===== src/core/hms_regs.svh =====
`ifndef HMS_REGS_SVH
`define HMS_REGS_SVH
`define HMS_SPEED_W      16
`define HMS_DEB_W        4
`define HMS_DEB_TIME_NS  400
`define HMS_CLK_NS       40
`define HMS_DEB_CYCLES   ((`HMS_DEB_TIME_NS + `HMS_CLK_NS - 1) / `HMS_CLK_NS)
`define HMS_SPEED_RST    16'h0000
`endif


===== src/core/hms_pkg.sv =====
`include "hms_regs.svh"
package hms_pkg;
   typedef enum logic [2:0] {
      HMS_IDLE,
      HMS_REV_HIGH,
      HMS_REV_LOW,
      HMS_FWD_HIGH,
      HMS_FWD_LOW,
      HMS_DONE
   } hms_state_t;

   typedef enum logic [1:0] {
      HMS_CASE_NONE,
      HMS_CASE_CLEAR,
      HMS_CASE_ON_SWITCH,
      HMS_CASE_LIMIT
   } hms_case_t;

   typedef struct packed {
      logic                        moving;
      logic                        reverse;
      logic                        high;
      logic [`HMS_SPEED_W-1:0]     speed;
   } hms_cmd_t;
endpackage


===== src/core/hms_sequencer.sv =====
// Notes on behaviour
// - At start pick one of three cases from switch and later reverse limit.
// - Start with switch inactive: run reverse at high homing speed.
// - Reverse high: switch rising edge drops to reverse low speed.
// - Reverse low: switch falling edge turns to forward low speed.
// - Forward low: next switch rising edge stops axis, homing done.
// - Start with switch active: reverse low speed at once, no high phase.
// - Switch-active case: switch transition turns to forward low speed.
// - Switch-active case: rising edge during forward low stops the axis.
// - Reverse limit during reverse high before any edge: forward high speed.
// - After limit: rising edge gives forward low, next rising edge stops.
`timescale 1ns/1ps
`include "hms_regs.svh"
module hms_sequencer
   import hms_pkg::*;
(
   // Clock and reset
   input  wire logic                    clk,
   input  wire logic                    rst,
   // Control
   input  wire logic                    start,
   input  wire logic                    abort,
   input  wire logic [`HMS_SPEED_W-1:0] high_speed,
   input  wire logic [`HMS_SPEED_W-1:0] low_speed,
   // Sensors
   input  wire logic                    origin_sw,
   input  wire logic                    rev_limit,
   // Command and status
   output hms_cmd_t                     cmd,
   output hms_case_t                    home_case,
   output logic                         busy,
   output logic                         done
);
   localparam logic [`HMS_DEB_W-1:0] DEB_MAX = `HMS_DEB_W'(`HMS_DEB_CYCLES);

   hms_state_t           state;
   hms_state_t           next_state;
   logic                 sw_meta;
   logic                 sw_sync;
   logic                 lim_meta;
   logic                 lim_sync;
   logic                 sw_deb;
   logic                 sw_prev;
   logic [`HMS_DEB_W-1:0] deb_cnt;
   logic                 sw_rise;
   logic                 sw_fall;
   logic                 sw_edge;

   // Two-stage synchronisers; first stage feeds only the second
   always_ff @(posedge clk or posedge rst)
   begin
      if (rst)
      begin
         sw_meta  <= 1'b0;
         sw_sync  <= 1'b0;
         lim_meta <= 1'b0;
         lim_sync <= 1'b0;
      end
      else
      begin
         sw_meta  <= origin_sw;
         sw_sync  <= sw_meta;
         lim_meta <= rev_limit;
         lim_sync <= lim_meta;
      end
   end

   // Debounce: level must hold a fixed count before it is accepted
   always_ff @(posedge clk or posedge rst)
   begin
      if (rst)
      begin
         deb_cnt <= '0;
         sw_deb  <= 1'b0;
      end
      else if (sw_sync == sw_deb)
         deb_cnt <= '0;
      else if (deb_cnt == DEB_MAX - 1'b1)
      begin
         deb_cnt <= '0;
         sw_deb  <= sw_sync;
      end
      else
         deb_cnt <= deb_cnt + 1'b1;
   end

   always_ff @(posedge clk or posedge rst)
   begin
      if (rst)
         sw_prev <= 1'b0;
      else
         sw_prev <= sw_deb;
   end

   assign sw_rise = sw_deb & ~sw_prev;
   assign sw_fall = ~sw_deb & sw_prev;
   assign sw_edge = sw_rise | sw_fall;

   always_comb
   begin
      next_state = state;
      case (state)
         HMS_IDLE:
            if (start)
               next_state = sw_deb ? HMS_REV_LOW : HMS_REV_HIGH;
         HMS_REV_HIGH:
            if (sw_rise)
               next_state = HMS_REV_LOW;
            else if (lim_sync)
               next_state = HMS_FWD_HIGH;
         HMS_REV_LOW:
            if (home_case == HMS_CASE_ON_SWITCH ? sw_edge : sw_fall)
               next_state = HMS_FWD_LOW;
         HMS_FWD_HIGH:
            if (sw_rise)
               next_state = HMS_FWD_LOW;
         HMS_FWD_LOW:
            if (sw_rise)
               next_state = HMS_DONE;
         HMS_DONE:
            if (start)
               next_state = sw_deb ? HMS_REV_LOW : HMS_REV_HIGH;
         default:
            next_state = HMS_IDLE;
      endcase
      // Abort wins so the axis can always be halted
      if (abort)
         next_state = HMS_IDLE;
   end

   always_ff @(posedge clk or posedge rst)
   begin
      if (rst)
         state <= HMS_IDLE;
      else
         state <= next_state;
   end

   // Case record; limit case only known once the limit is met
   always_ff @(posedge clk or posedge rst)
   begin
      if (rst)
         home_case <= HMS_CASE_NONE;
      else if (abort)
         home_case <= HMS_CASE_NONE;
      else if ((state == HMS_IDLE || state == HMS_DONE) && start)
         home_case <= sw_deb ? HMS_CASE_ON_SWITCH : HMS_CASE_CLEAR;
      else if (state == HMS_REV_HIGH && next_state == HMS_FWD_HIGH)
         home_case <= HMS_CASE_LIMIT;
   end

   // Registered command from the next state
   always_ff @(posedge clk or posedge rst)
   begin
      if (rst)
      begin
         cmd  <= '{moving: 1'b0, reverse: 1'b0, high: 1'b0, speed: `HMS_SPEED_RST};
         busy <= 1'b0;
         done <= 1'b0;
      end
      else
      begin
         cmd.moving  <= next_state inside {HMS_REV_HIGH, HMS_REV_LOW, HMS_FWD_HIGH, HMS_FWD_LOW};
         cmd.reverse <= next_state inside {HMS_REV_HIGH, HMS_REV_LOW};
         cmd.high    <= next_state inside {HMS_REV_HIGH, HMS_FWD_HIGH};
         case (next_state)
            HMS_REV_HIGH, HMS_FWD_HIGH: cmd.speed <= high_speed;
            HMS_REV_LOW, HMS_FWD_LOW:   cmd.speed <= low_speed;
            default:                    cmd.speed <= `HMS_SPEED_RST;
         endcase
         busy <= next_state inside {HMS_REV_HIGH, HMS_REV_LOW, HMS_FWD_HIGH, HMS_FWD_LOW};
         done <= next_state == HMS_DONE;
      end
   end

   a_start_high: assert property (@(posedge clk) disable iff (rst)
      state inside {HMS_IDLE, HMS_DONE} && start && !abort && !sw_deb |=> cmd.moving && cmd.reverse && cmd.high)
      else $error("start with switch clear did not run reverse high");
   a_start_low: assert property (@(posedge clk) disable iff (rst)
      state inside {HMS_IDLE, HMS_DONE} && start && !abort && sw_deb |=> cmd.moving && cmd.reverse && !cmd.high)
      else $error("start on switch did not run reverse low");
   a_rise_slows: assert property (@(posedge clk) disable iff (rst)
      state == HMS_REV_HIGH && sw_rise && !abort |=> state == HMS_REV_LOW && cmd.speed == $past(low_speed))
      else $error("rising edge in reverse high did not slow");
   a_fall_turns: assert property (@(posedge clk) disable iff (rst)
      state == HMS_REV_LOW && sw_fall && !abort |=> state == HMS_FWD_LOW && !cmd.reverse)
      else $error("falling edge in reverse low did not turn forward");
   a_edge_case2: assert property (@(posedge clk) disable iff (rst)
      state == HMS_REV_LOW && home_case == HMS_CASE_ON_SWITCH && sw_edge && !abort |=> state == HMS_FWD_LOW)
      else $error("switch transition in on-switch case did not turn forward");
   a_rise_stops: assert property (@(posedge clk) disable iff (rst)
      state == HMS_FWD_LOW && sw_rise && !abort |=> !cmd.moving && done)
      else $error("rising edge in forward low did not stop");
   a_limit_turns: assert property (@(posedge clk) disable iff (rst)
      state == HMS_REV_HIGH && lim_sync && !sw_rise && !abort |=> !cmd.reverse && cmd.high ##0
      home_case == HMS_CASE_LIMIT)
      else $error("reverse limit did not turn to forward high");
   a_limit_slow: assert property (@(posedge clk) disable iff (rst)
      state == HMS_FWD_HIGH && sw_rise && !abort |=> state == HMS_FWD_LOW && !cmd.high)
      else $error("rising edge after limit did not slow");
   a_debounce: assert property (@(posedge clk) disable iff (rst)
      $rose(sw_deb) |-> $past(sw_sync, 1) && $past(sw_sync, 2))
      else $error("debounced switch rose without a stable input");
   a_high_speed: assert property (@(posedge clk) disable iff (rst)
      $rose(cmd.high) |-> cmd.speed == $past(high_speed))
      else $error("high phase did not take the configured high speed");
   a_limit_once: assert property (@(posedge clk) disable iff (rst)
      state == HMS_FWD_HIGH && lim_sync && !sw_rise && !abort |=> state == HMS_FWD_HIGH)
      else $error("reverse limit acted outside reverse high");
   a_done_holds: assert property (@(posedge clk) disable iff (rst)
      state == HMS_DONE && !start && !abort |=> done && !cmd.moving)
      else $error("axis moved after homing ended");

   c_case_clear: cover property (@(posedge clk) disable iff (rst)
      home_case == HMS_CASE_CLEAR && $rose(done));
   c_case_switch: cover property (@(posedge clk) disable iff (rst)
      home_case == HMS_CASE_ON_SWITCH && $rose(done));
   c_case_limit: cover property (@(posedge clk) disable iff (rst)
      home_case == HMS_CASE_LIMIT && $rose(done));
   c_abort: cover property (@(posedge clk) disable iff (rst) busy && abort);
endmodule // hms_sequencer


===== config.mk =====
export PLATFORM = sky130hd
export DESIGN_NAME = hms_sequencer
export DESIGN_NICKNAME = d
export VERILOG_FILES = /design/src/core/hms_pkg.sv /design/src/core/hms_sequencer.sv
export VERILOG_INCLUDE_DIRS = /design/src /design/src/core
export SDC_FILE = /design/constraint.sdc
export NUM_CORES = 1
export LEC_CHECK = 0
export ABC_AREA = 1
export BUFFER_PORTS_ARGS = -buffer_cell sky130_fd_sc_hd__buf_2
export CAP_MARGIN = 20
export CORE_UTILIZATION = 45
export DETAILED_ROUTE_END_ITERATION = 16
export PLACE_DENSITY = 0.74
export SYNTH_ARGS = -nofsm -noshare
export SYNTH_HDL_FRONTEND = slang
export SYNTH_SLANG_ARGS = --single-unit

===== constraint.sdc =====
create_clock -name clk -period 4.6 [get_ports clk]
set_clock_uncertainty 0.05 [all_clocks]
set_input_delay 0.23 -clock clk [delete_from_list [all_inputs] [get_ports clk]]
set_output_delay 0.23 -clock clk [all_outputs]
set_load 0.01 [all_outputs]

==> impl_metrics.json, run 1 <==
{
  "status": "finished, final reports clean",
  "rsz0062_at_grt": "no",
  "cts_inserted_buffers": 5,
  "final_max_slew_viol_count": 0,
  "antenna_found_initial": 0,
  "htree_num_levels": 2,
  "switchingPower_mw": 0.254,
  "ys_seq_elements": 35,
  "dieWidth_um": 61.2,
  "p_leak_nw": 1.19,
  "ant_nets": 0,
  "synth_common_cells": "nand2_1 (76), dfrtp_1 (35), inv_1 (16)",
  "critPathKind": "reg -> reg",
  "fmax_mhz": 552,
  "clock_latency_ns": 0.32,
  "clock-root-buffer": "clkbuf_4",
  "hold_depth": 3,
  "synthToLayoutAreaGrowth_pct": 25.8,
  "cap_violations": 0,
  "rows": 21,
  "syn_nets": 225,
  "cts_tree": "done",
  "route.vias.total": 1314,
  "end_kind": "register",
  "finalCritPeriodShare_pct": 39.4,
  "power_mw": 0.756,
  "yosysMostFrequentCell": "nand2_1",
  "worstRegToRegCells": 8,
  "fin_tns_setup_ns": 0,
  "die_h_um": 61.2,
  "worstSetupStartpoint": "sw_deb$_DFFE_PP0P_",
  "place_congestion": 0.798,
  "yosysWarnings": 0,
  "cts_setup_buffers": 0,
  "synth_largest_area_cell": "dfrtp_1",
  "avgRoutedWirePerCell_um": 10.0,
  "nets": 293,
  "grt_pass1_wl_mm": 4.93,
  "cp-start-kind": "register",
  "dp_hpwl_mm": 2.24,
  "n_antenna_cell": 0,
  "drive_gt1_share_pct": 31.3,
  "drt_iter0_markers": 32,
  "yosysSeqAreaShare_pct": 55.5,
  "peakVddDrop_uv": 176,
  "syn_area_per_cell_um2": 8.68,
  "reg2reg_to": "cmd[0]$_DFF_PP0_",
  "drc": 0,
  "core_mm2": 0.00334,
  "synth_area_leaders": "dfrtp_1 (55%), nand2_1 (18%), ha_1 (4.0%)",
  "clk_path_buf_depth": 2,
  "cts_resized": 0,
  "ys_async_sr_fraction_pct": 100,
  "worst_pin_slew_ns": 0.413,
  "synth.distinct_cells": 21,
  "synth-edff-count": 0,
  "synth_top_area_share_pct": 55.5,
  "finalHoldViolations": 0,
  "dr.pass1.iters": 5,
  "hold_ws_ns": 0.0348,
  "hp-start": "low_speed[1]",
  "crit_required_ns": 4.82,
  "power_frac_seq_pct": 50.8,
  "grt_max_degree": 36,
  "min_path_type": "in -> reg",
  "ioPinCount": 61,
  "syn-cell-area_mm2": 0.00158,
  "numClockSinks": 35,
  "min_to": "cmd[1]$_DFF_PP0_",
  "synth-main-ff-cell": "dfrtp_1",
  "p_comb_share_pct": 30.3,
  "worstPathArrival_ns": 2.03,
  "via_per_inst": 4.45,
  "setup_viol": 0,
  "period_needed_ns": 1.81,
  "final_util_pct": 59.5,
  "initial_core_util_pct": 47.3,
  "path_clk_slew_ns": 0.09,
  "intPower_mw": 0.502,
  "io_buffers": 60,
  "grt_pass1_vias": 1154,
  "r2r_setup_slack_ns": 2.79,
  "drt-total-wl_mm": 2.95,
  "overflow": 0,
  "clock_power_share_pct": 18.9,
  "powerDensity_mw_per_mm2": 381,
  "switching_share_pct": 33.6,
  "track_usage_pct": 18.8,
  "synth_cells": 182,
  "dieArea_mm2": 0.00375,
  "crit_path_max_fanout": 17,
  "relSlewSlack_pct": 72.5,
  "r2r-start": "sw_deb$_DFFE_PP0P_"
}
==> worst max-delay path by stage <==
| stage | endpoint | slack, ns | cells after the start |
|---|---|---|---|
| after detailed placement | cmd[0]$_DFF_PP0_ | 2.79 | 8 |
| after floorplan | cmd[0]$_DFF_PP0_ | 2.97 | 10 |
| final | cmd[0]$_DFF_PP0_ | 2.79 | 8 |
| after global routing | cmd[5]$_DFF_PP0_ | 2.56 | 8 |
| after global placement | cmd[1]$_DFF_PP0_ | 2.86 | 8 |
| after CTS | cmd[10]$_DFF_PP0_ | 2.77 | 8 |
==> power by group through the flow <==
stage                     Sequential (mW)  Combinational [mW]  Clock [mW]
after global placement              0.389               0.227           0
after global routing                0.392               0.264       0.162
after CTS                           0.385               0.231       0.149
after detailed placement            0.390               0.230           0
final                               0.384               0.229       0.143
after floorplan                     0.411               0.133           0
==> cells by family after synthesis <==
| group | share of synthesized area [%] |
|---|---|
| and+or+nand+nor | 31.5 |
| DFF | 55.5 |
| buffers and inverters | 6.18 |
| AOI/OAI and AO/OA | 1.74 |
| adders and majority gates | 3.96 |
| xor gates and xnor gates | 1.11 |
==> critical path: stages (launching register included) <==
cell and delay [ns]:
dfrtp_1 0.46, inv_1 0.10, ha_1 0.28, nand3_1 0.09, nand3_1 0.12, nand3_2 0.13
nor2_4 0.35, nand2_1 0.10, nand2_1 0.08
==> cell type report <==
type                       instances  area [um^2]
inverter                          18         67.6
clock buffer                       6         41.3
tap                               46         57.6
sequential                        35          876
multi-input combinational        126          606
timing repair buffer              64          338
fill                             325         1350
==> registers in the layout, summed over array words and instances, names as in the netlist <==
| signal | count |
|---|---|
| busy | 1 |
| cmd | 18 |
| deb_cnt | 4 |
| done | 1 |
| home_case | 2 |
| lim_meta | 1 |
| lim_sync | 1 |
| state | 3 |
| sw_deb | 1 |
| sw_meta | 1 |
| sw_prev | 1 |
| sw_sync | 1 |
==> repair_timing <==
item,in CTS,in global routing
hold endpoints to repair,37,0
setup endpoints to repair,0,0
hold buffers,3,0
==> cell usage in the layout (no fill, tap or decap), drive strengths merged <==
master,count
nand3,15
xor2,1
dfrtp,35
a21oi,1
buf,61
ha,5
o211ai,1
xnor2,1
nand2,79
nand3b,1
nor3,2
o21ai,3
nor2,17
inv,18
clkbuf,6
dlygate4sd3,3
==> per-layer routing <==
metal | wire, um | share of wire [%] | vias up | track usage [%]
li1 | - | - | 688 | -
met1 | 1320 | 45 | 572 | 23.6
met2 | 1390 | 47 | 49 | 29.5
met3 | 195 | 6.6 | 5 | 6.93
met4 | 47 | 1.6 | 0 | 7.79
met5 | 0 | 0 | - | 0
==> per-stage QoR <==
step / cell area [um^2] / instances / worst slack (ns)
3_3_place_gp: 1910 / 286 / 2.86
3_5_place_dp: 1910 / 286 / 2.79
2_1_floorplan: 1580 / 182 / 2.97
6_report: 1990 / 295 / 2.79
4_1_cts: 1990 / 295 / 2.77
5_1_grt: 1990 / 295 / 2.56
(Power assumes the default switching activity.)
==> run 2, diff against run 1 <==
--- a/config.mk
+++ b/config.mk
@@ -9,7 +9,7 @@
 export ABC_AREA = 1
 export BUFFER_PORTS_ARGS = -buffer_cell sky130_fd_sc_hd__buf_2
 export CAP_MARGIN = 20
-export CORE_UTILIZATION = 45
+export CORE_UTILIZATION = 43
 export DETAILED_ROUTE_END_ITERATION = 16
 export PLACE_DENSITY = 0.74
 export SYNTH_ARGS = -nofsm -noshare
==> constraint.sdc (replaced) <==
create_clock -name clk -period 1.6 [get_ports clk]
set_clock_uncertainty 0.05 [all_clocks]
set_input_delay 0.08 -clock clk [delete_from_list [all_inputs] [get_ports clk]]
set_output_delay 0.08 -clock clk [all_outputs]
set_load 0.01 [all_outputs]
==> run 2 against run 1 <==
The flow now finishes with violations (setup timing). Flip-flop and latch count unchanged. Die area up 4.5%. Hold slack improved by 0.10 ns. Combinational power rose to 4.5 times the previous value. Non-clock buffer count rose by 41. Setup slack lost 3.1 ns. Clock power grew to 3.4 times the previous value. Clock-buffer cell count unchanged. Largest cell class unchanged.
==> impl_metrics.json, run 2 (synthesized netlist as in run 1, its figures left out) <==
{
  "status": "finished, violations left",
  "violations": "setup timing",
  "grt_pass1_wl_mm": 7.80,
  "finalCritPeriodShare_pct": 117,
  "hp-start": "start",
  "setup_ws_ns": -0.267,
  "period_needed_ns": 1.87,
  "clock_latency_ns": 0.36,
  "fmax_mhz": 536,
  "dp_hpwl_mm": 2.33,
  "clk_path_buf_depth": 2,
  "place_congestion": 0.912,
  "drt_iter0_markers": 108,
  "min_to": "home_case[0]$_DFFE_PP0P_",
  "top_regs": "cmd: 18 flops, deb_cnt: 4 flops, state: 3 flops",
  "dieWidth_um": 62.6,
  "drc": 0,
  "n_antenna_cell": 0,
  "initial_core_util_pct": 46.2,
  "via_per_inst": 5.28,
  "reg2reg_to": "cmd[3]$_DFF_PP0_",
  "nets": 335,
  "postLayoutCellArea_mm2": 0.00262,
  "dp_cells": 292,
  "r2r_setup_slack_ns": -0.27,
  "regMostFlops": "cmd",
  "powerDensity_mw_per_mm2": 1010,
  "htree_num_levels": 2,
  "drt-total-wl_mm": 5.99,
  "final_max_slew_viol_count": 0,
  "ioPinCount": 61,
  "grt_pass1_vias": 1644,
  "path_clk_slew_ns": 0.11,
  "p_leak_nw": 1.46,
  "dieArea_mm2": 0.00392,
  "place_area_mm2": 0.00197,
  "antenna_found_initial": 0,
  "crit_path_max_fanout": 8,
  "r2r-start": "sw_deb$_DFFE_PP0P_",
  "ant_nets": 0,
  "cts_tree": "done",
  "dr.pass1.iters": 5,
  "worstPathArrival_ns": 2.05,
  "track_usage_pct": 27.2,
  "rsz0062_at_grt": "yes",
  "die_h_um": 62.6,
  "end_kind": "register",
  "largest_register_ffs": 18,
  "cap_violations": 0,
  "cts_inserted_buffers": 5,
  "peakVddDrop_uv": 661,
  "overflow": 0,
  "crit_required_ns": 1.79,
  "worstRegToRegCells": 11,
  "rows": 21,
  "setup_viol": 20,
  "final_cell_count_no_fill": 339,
  "numClockSinks": 35,
  "final_util_pct": 76.7,
  "synthToLayoutAreaGrowth_pct": 65.9,
  "core_mm2": 0.00342,
  "cp-start-kind": "register",
  "fin_tns_setup_ns": -3.67,
  "final_cell_mix": "buf_2 (60), nand2_1 (53), dlygate4sd3_1 (36)",
  "route.vias.total": 1790,
  "clock-root-buffer": "clkbuf_4",
  "drive_gt1_share_pct": 42.7,
  "relSlewSlack_pct": 71.3,
  "worst_pin_slew_ns": 0.431,
  "min_path_type": "in -> reg",
  "critPathKind": "reg -> reg",
  "final_common_cell": "buf_2",
  "hold_depth": 4,
  "grt_max_degree": 36,
  "io_buffers": 60,
  "avgRoutedWirePerCell_um": 17.7,
  "finalHoldViolations": 0
}
run 2: changes by cell type in the layout (fill, tap and decap cells not counted), moves of 4 or more:
cell | before | now
dlygate4sd3_1 | 3 | 36
nand2_1 | 76 | 53
nand2_2 | 2 | 18
nand2_4 | 1 | 7
nand3_4 | 0 | 5
buf_4 | 1 | 5
run 2: report_power, final:
part	internal (mW)	switching, mW	total (mW)
Sequential	1.04	0.0880	1.13
Clock	0.169	0.312	0.481
Combinational	0.420	0.616	1.04
Total	1.63	1.02	2.64
run 2: what timing repair did:
action | CTS | global route
endpoints found under the setup margin | 16 | 21
hold endpoints to repair | 54 | 0
resized for setup | 10 | 45
pin swaps | 3 | 14
gates cloned | 1 | 0
setup buffers | 0 | 2
hold buffers | 36 | 0
run 2: how the worst max path moves through the flow:
stage	cells after the start	slack [ns]	end	startpoint
global route	11	-0.31	cmd[3]$_DFF_PP0_	sw_deb$_DFFE_PP0P_
global placement	9	0.02	cmd[3]$_DFF_PP0_	sw_deb$_DFFE_PP0P_
detailed placement	10	-0.03	cmd[8]$_DFF_PP0_	sw_deb$_DFFE_PP0P_
floorplan	11	0.002	cmd[0]$_DFF_PP0_	sw_deb$_DFFE_PP0P_
CTS	9	0.003	cmd[11]$_DFF_PP0_	sw_deb$_DFFE_PP0P_
finish	11	-0.27	cmd[3]$_DFF_PP0_	sw_deb$_DFFE_PP0P_
run 2: cell type report:
type                       instances  area, um^2
tap                               46        57.6
timing repair buffer             105         752
fill                             182         796
clock buffer                       6        41.3
inverter                          18        67.6
clock inverter                     2        12.5
multi-input combinational        127         810
sequential                        35         880
run 2: layer usage:
layer / part of all wire, % / wire length [um] / vias to the layer above / track usage (%)
li1: - / - / 780 / -
met1: 35 / 2080 / 837 / 30.5
met2: 48 / 2890 / 138 / 42.5
met3: 11 / 666 / 35 / 10.0
met4: 5.9 / 351 / 0 / 19.5
met5: 0 / 0 / - / 0
run 2: metrics by stage:
stage                     hold WS, ns  worst slack [ns]  power, mW
after global placement          0.138            0.0187       1.82
after detailed placement        0.140           -0.0303       1.83
after CTS                      0.0917           0.00263       2.39
after floorplan                0.0614           0.00151       1.56
final                           0.138            -0.267       2.64
after global routing            0.173            -0.306       2.75
run 2: worst max-delay path, stage by stage (launching register included):
cell and delay, ns:
dfrtp_2 0.45, inv_2 0.10, ha_4 0.14, inv_1 0.05, nand2_1 0.15, nand2_1 0.12
nand2_1 0.10, nand3_2 0.13, nand2_4 0.17, nand2_8 0.11, nand2_2 0.08, nand2_1 0.09
==> run 3, diff against run 2 <==
--- a/config.mk
+++ b/config.mk
@@ -9,6 +9,7 @@
 export ABC_AREA = 1
 export BUFFER_PORTS_ARGS = -buffer_cell sky130_fd_sc_hd__buf_2
 export CAP_MARGIN = 20
+export CORE_MARGIN = 4
 export CORE_UTILIZATION = 43
 export DETAILED_ROUTE_END_ITERATION = 16
 export PLACE_DENSITY = 0.74
==> run 3 against run 2 <==
The flow still finishes with violations (setup timing). Via count decreased by 1.6%. Flip-flop and latch count unchanged. Critical path depth decreased by 1. Sequential share of layout area decreased by 0.29 points. Clock-buffer cell count unchanged. Combinational power about the same. Critical path type unchanged. Largest cell class unchanged.
==> impl_metrics.json, run 3 (synthesized netlist as in run 1, its figures left out) <==
{
  "io_buffers": 60,
  "route.vias.total": 1761,
  "track_usage_pct": 25.8,
  "nets": 338,
  "relSlewSlack_pct": 71.1,
  "final_max_slew_viol_count": 0,
  "grt_pass1_vias": 1775,
  "drt_iter0_markers": 178,
  "violations": "setup timing",
  "end_kind": "register",
  "grt_pass1_wl_mm": 8.40,
  "dp_cells": 291,
  "largest_register_ffs": 18,
  "drc": 0,
  "p_leak_nw": 1.47,
  "fmax_mhz": 587,
  "finalHoldViolations": 0,
  "numClockSinks": 35,
  "critPathKind": "reg -> reg",
  "r2r-start": "sw_prev$_DFF_PP0_",
  "powerDensity_mw_per_mm2": 1060,
  "path_clk_slew_ns": 0.09,
  "cap_violations": 0,
  "initial_core_util_pct": 45.9,
  "top_regs": "cmd: 18 flops, deb_cnt: 4 flops, state: 3 flops",
  "via_per_inst": 5.13,
  "cp-start-kind": "register",
  "place_congestion": 0.865,
  "crit_path_max_fanout": 8,
  "synthToLayoutAreaGrowth_pct": 67.6,
  "status": "finished, violations left",
  "setup_viol": 18,
  "worst_pin_slew_ns": 0.433,
  "overflow": 0,
  "final_cell_count_no_fill": 343,
  "ant_nets": 0,
  "htree_num_levels": 2,
  "ioPinCount": 61,
  "setup_ws_ns": -0.104,
  "final_cell_mix": "nand2_1 (61), buf_2 (60), dlygate4sd3_1 (35)",
  "drt-total-wl_mm": 6.26,
  "final_util_pct": 76.9,
  "final_common_cell": "nand2_1",
  "dp_hpwl_mm": 2.50,
  "die_h_um": 68.6,
  "clk_path_buf_depth": 2,
  "grt_max_degree": 36,
  "antenna_found_initial": 0,
  "min_path_type": "in -> reg",
  "dieArea_mm2": 0.00471,
  "peakVddDrop_uv": 639,
  "rsz0062_at_grt": "yes",
  "dr.pass1.iters": 4,
  "drive_gt1_share_pct": 42.2,
  "core_mm2": 0.00344,
  "clock_latency_ns": 0.30,
  "hp-start": "abort",
  "dieWidth_um": 68.6,
  "rows": 21,
  "avgRoutedWirePerCell_um": 18.3,
  "crit_required_ns": 1.78,
  "worstSetupStartpoint": "sw_prev$_DFF_PP0_",
  "cts_inserted_buffers": 5,
  "worstPathArrival_ns": 1.88,
  "power_mw": 2.82,
  "clock-root-buffer": "clkbuf_8",
  "cts_tree": "done",
  "finalCritPeriodShare_pct": 107,
  "regMostFlops": "cmd",
  "period_needed_ns": 1.70
}
[run 3: cell count changes in the layout (fill, tap and decap cells not counted), sizes merged]
cell         previous run  this run
diode                   0         1
dlygate4sd3            36        35
clkbuf                  6         7
buf                    69        72
[run 3: timing repair]
item	in CTS	in global routing
hold buffers	35	0
pin swaps	3	6
setup buffers	2	4
gates cloned	1	1
endpoints found under the hold margin	53	0
setup endpoints to repair	16	18
resized for setup	6	39
[run 3: worst max-delay path, cell delays in order (launching register included)]
cell     delay (ns)
dfrtp_1        0.42
inv_2          0.10
ha_2           0.22
nor2_4         0.04
nand2_1        0.09
nand3_2        0.14
nor2_2         0.16
nand2_4        0.11
nand2_4        0.14
nand2_1        0.07
nand2_1        0.11
[run 3: area by class of cell]
class / count / area (um^2)
Multi-Input combinational cell: 127 / 771
Clock buffer: 6 / 72.6
Fill cell: 201 / 796
Inverter: 18 / 67.6
Antenna cell: 1 / 2.50
Timing Repair Buffer: 108 / 782
Sequential cell: 35 / 881
Tap cell: 46 / 57.6
Clock inverter: 2 / 12.5
[run 3: metal layers]
metal	wire [um]	global-route usage, %	part of all wire [%]
met5	0	0	0
met4	175	14.4	2.8
met3	607	9.40	9.7
met2	3270	44.6	52
met1	2210	26.9	35
[run 3: where the power goes]
| group | internal [mW] | switching (mW) | total (mW) | leakage [nW] |
|---|---|---|---|---|
| Clock | 0.304 | 0.331 | 0.635 | 0.0412 |
| Sequential | 1.04 | 0.102 | 1.14 | 0.453 |
| Combinational | 0.436 | 0.603 | 1.04 | 0.980 |
[run 3: through the flow]
stage	TNS, ns	hold WS [ns]	setup slack, ns	area, um^2
after floorplan	0	0.0614	0.00151	1580
after global placement	-0.673	0.139	-0.0465	1960
after detailed placement	-0.815	0.142	-0.0631	1960
after CTS	0	0.0595	0.00400	2460
after global routing	-2.31	0.0775	-0.164	2640
final	-1.05	0.0687	-0.104	2650
[run 3: path summary, 6_finish.rpt]
kind | endpoint | slack, ns | cells past startpoint
worst max-delay path | cmd[11]$_DFF_PP0_ | -0.10 | 10
worst min-delay path | home_case[1]$_DFFE_PP0P_ | 0.07 | 4
worst max register to register | cmd[11]$_DFF_PP0_ | -0.10 | 10
worst min register to register | sw_sync$_DFF_PP0_ | 0.31 | 0
max in group asynchronous | state[0]$_DFF_PP0_ | 0.71 | 4
min in group asynchronous | cmd[0]$_DFF_PP0_ | 0.44 | 4
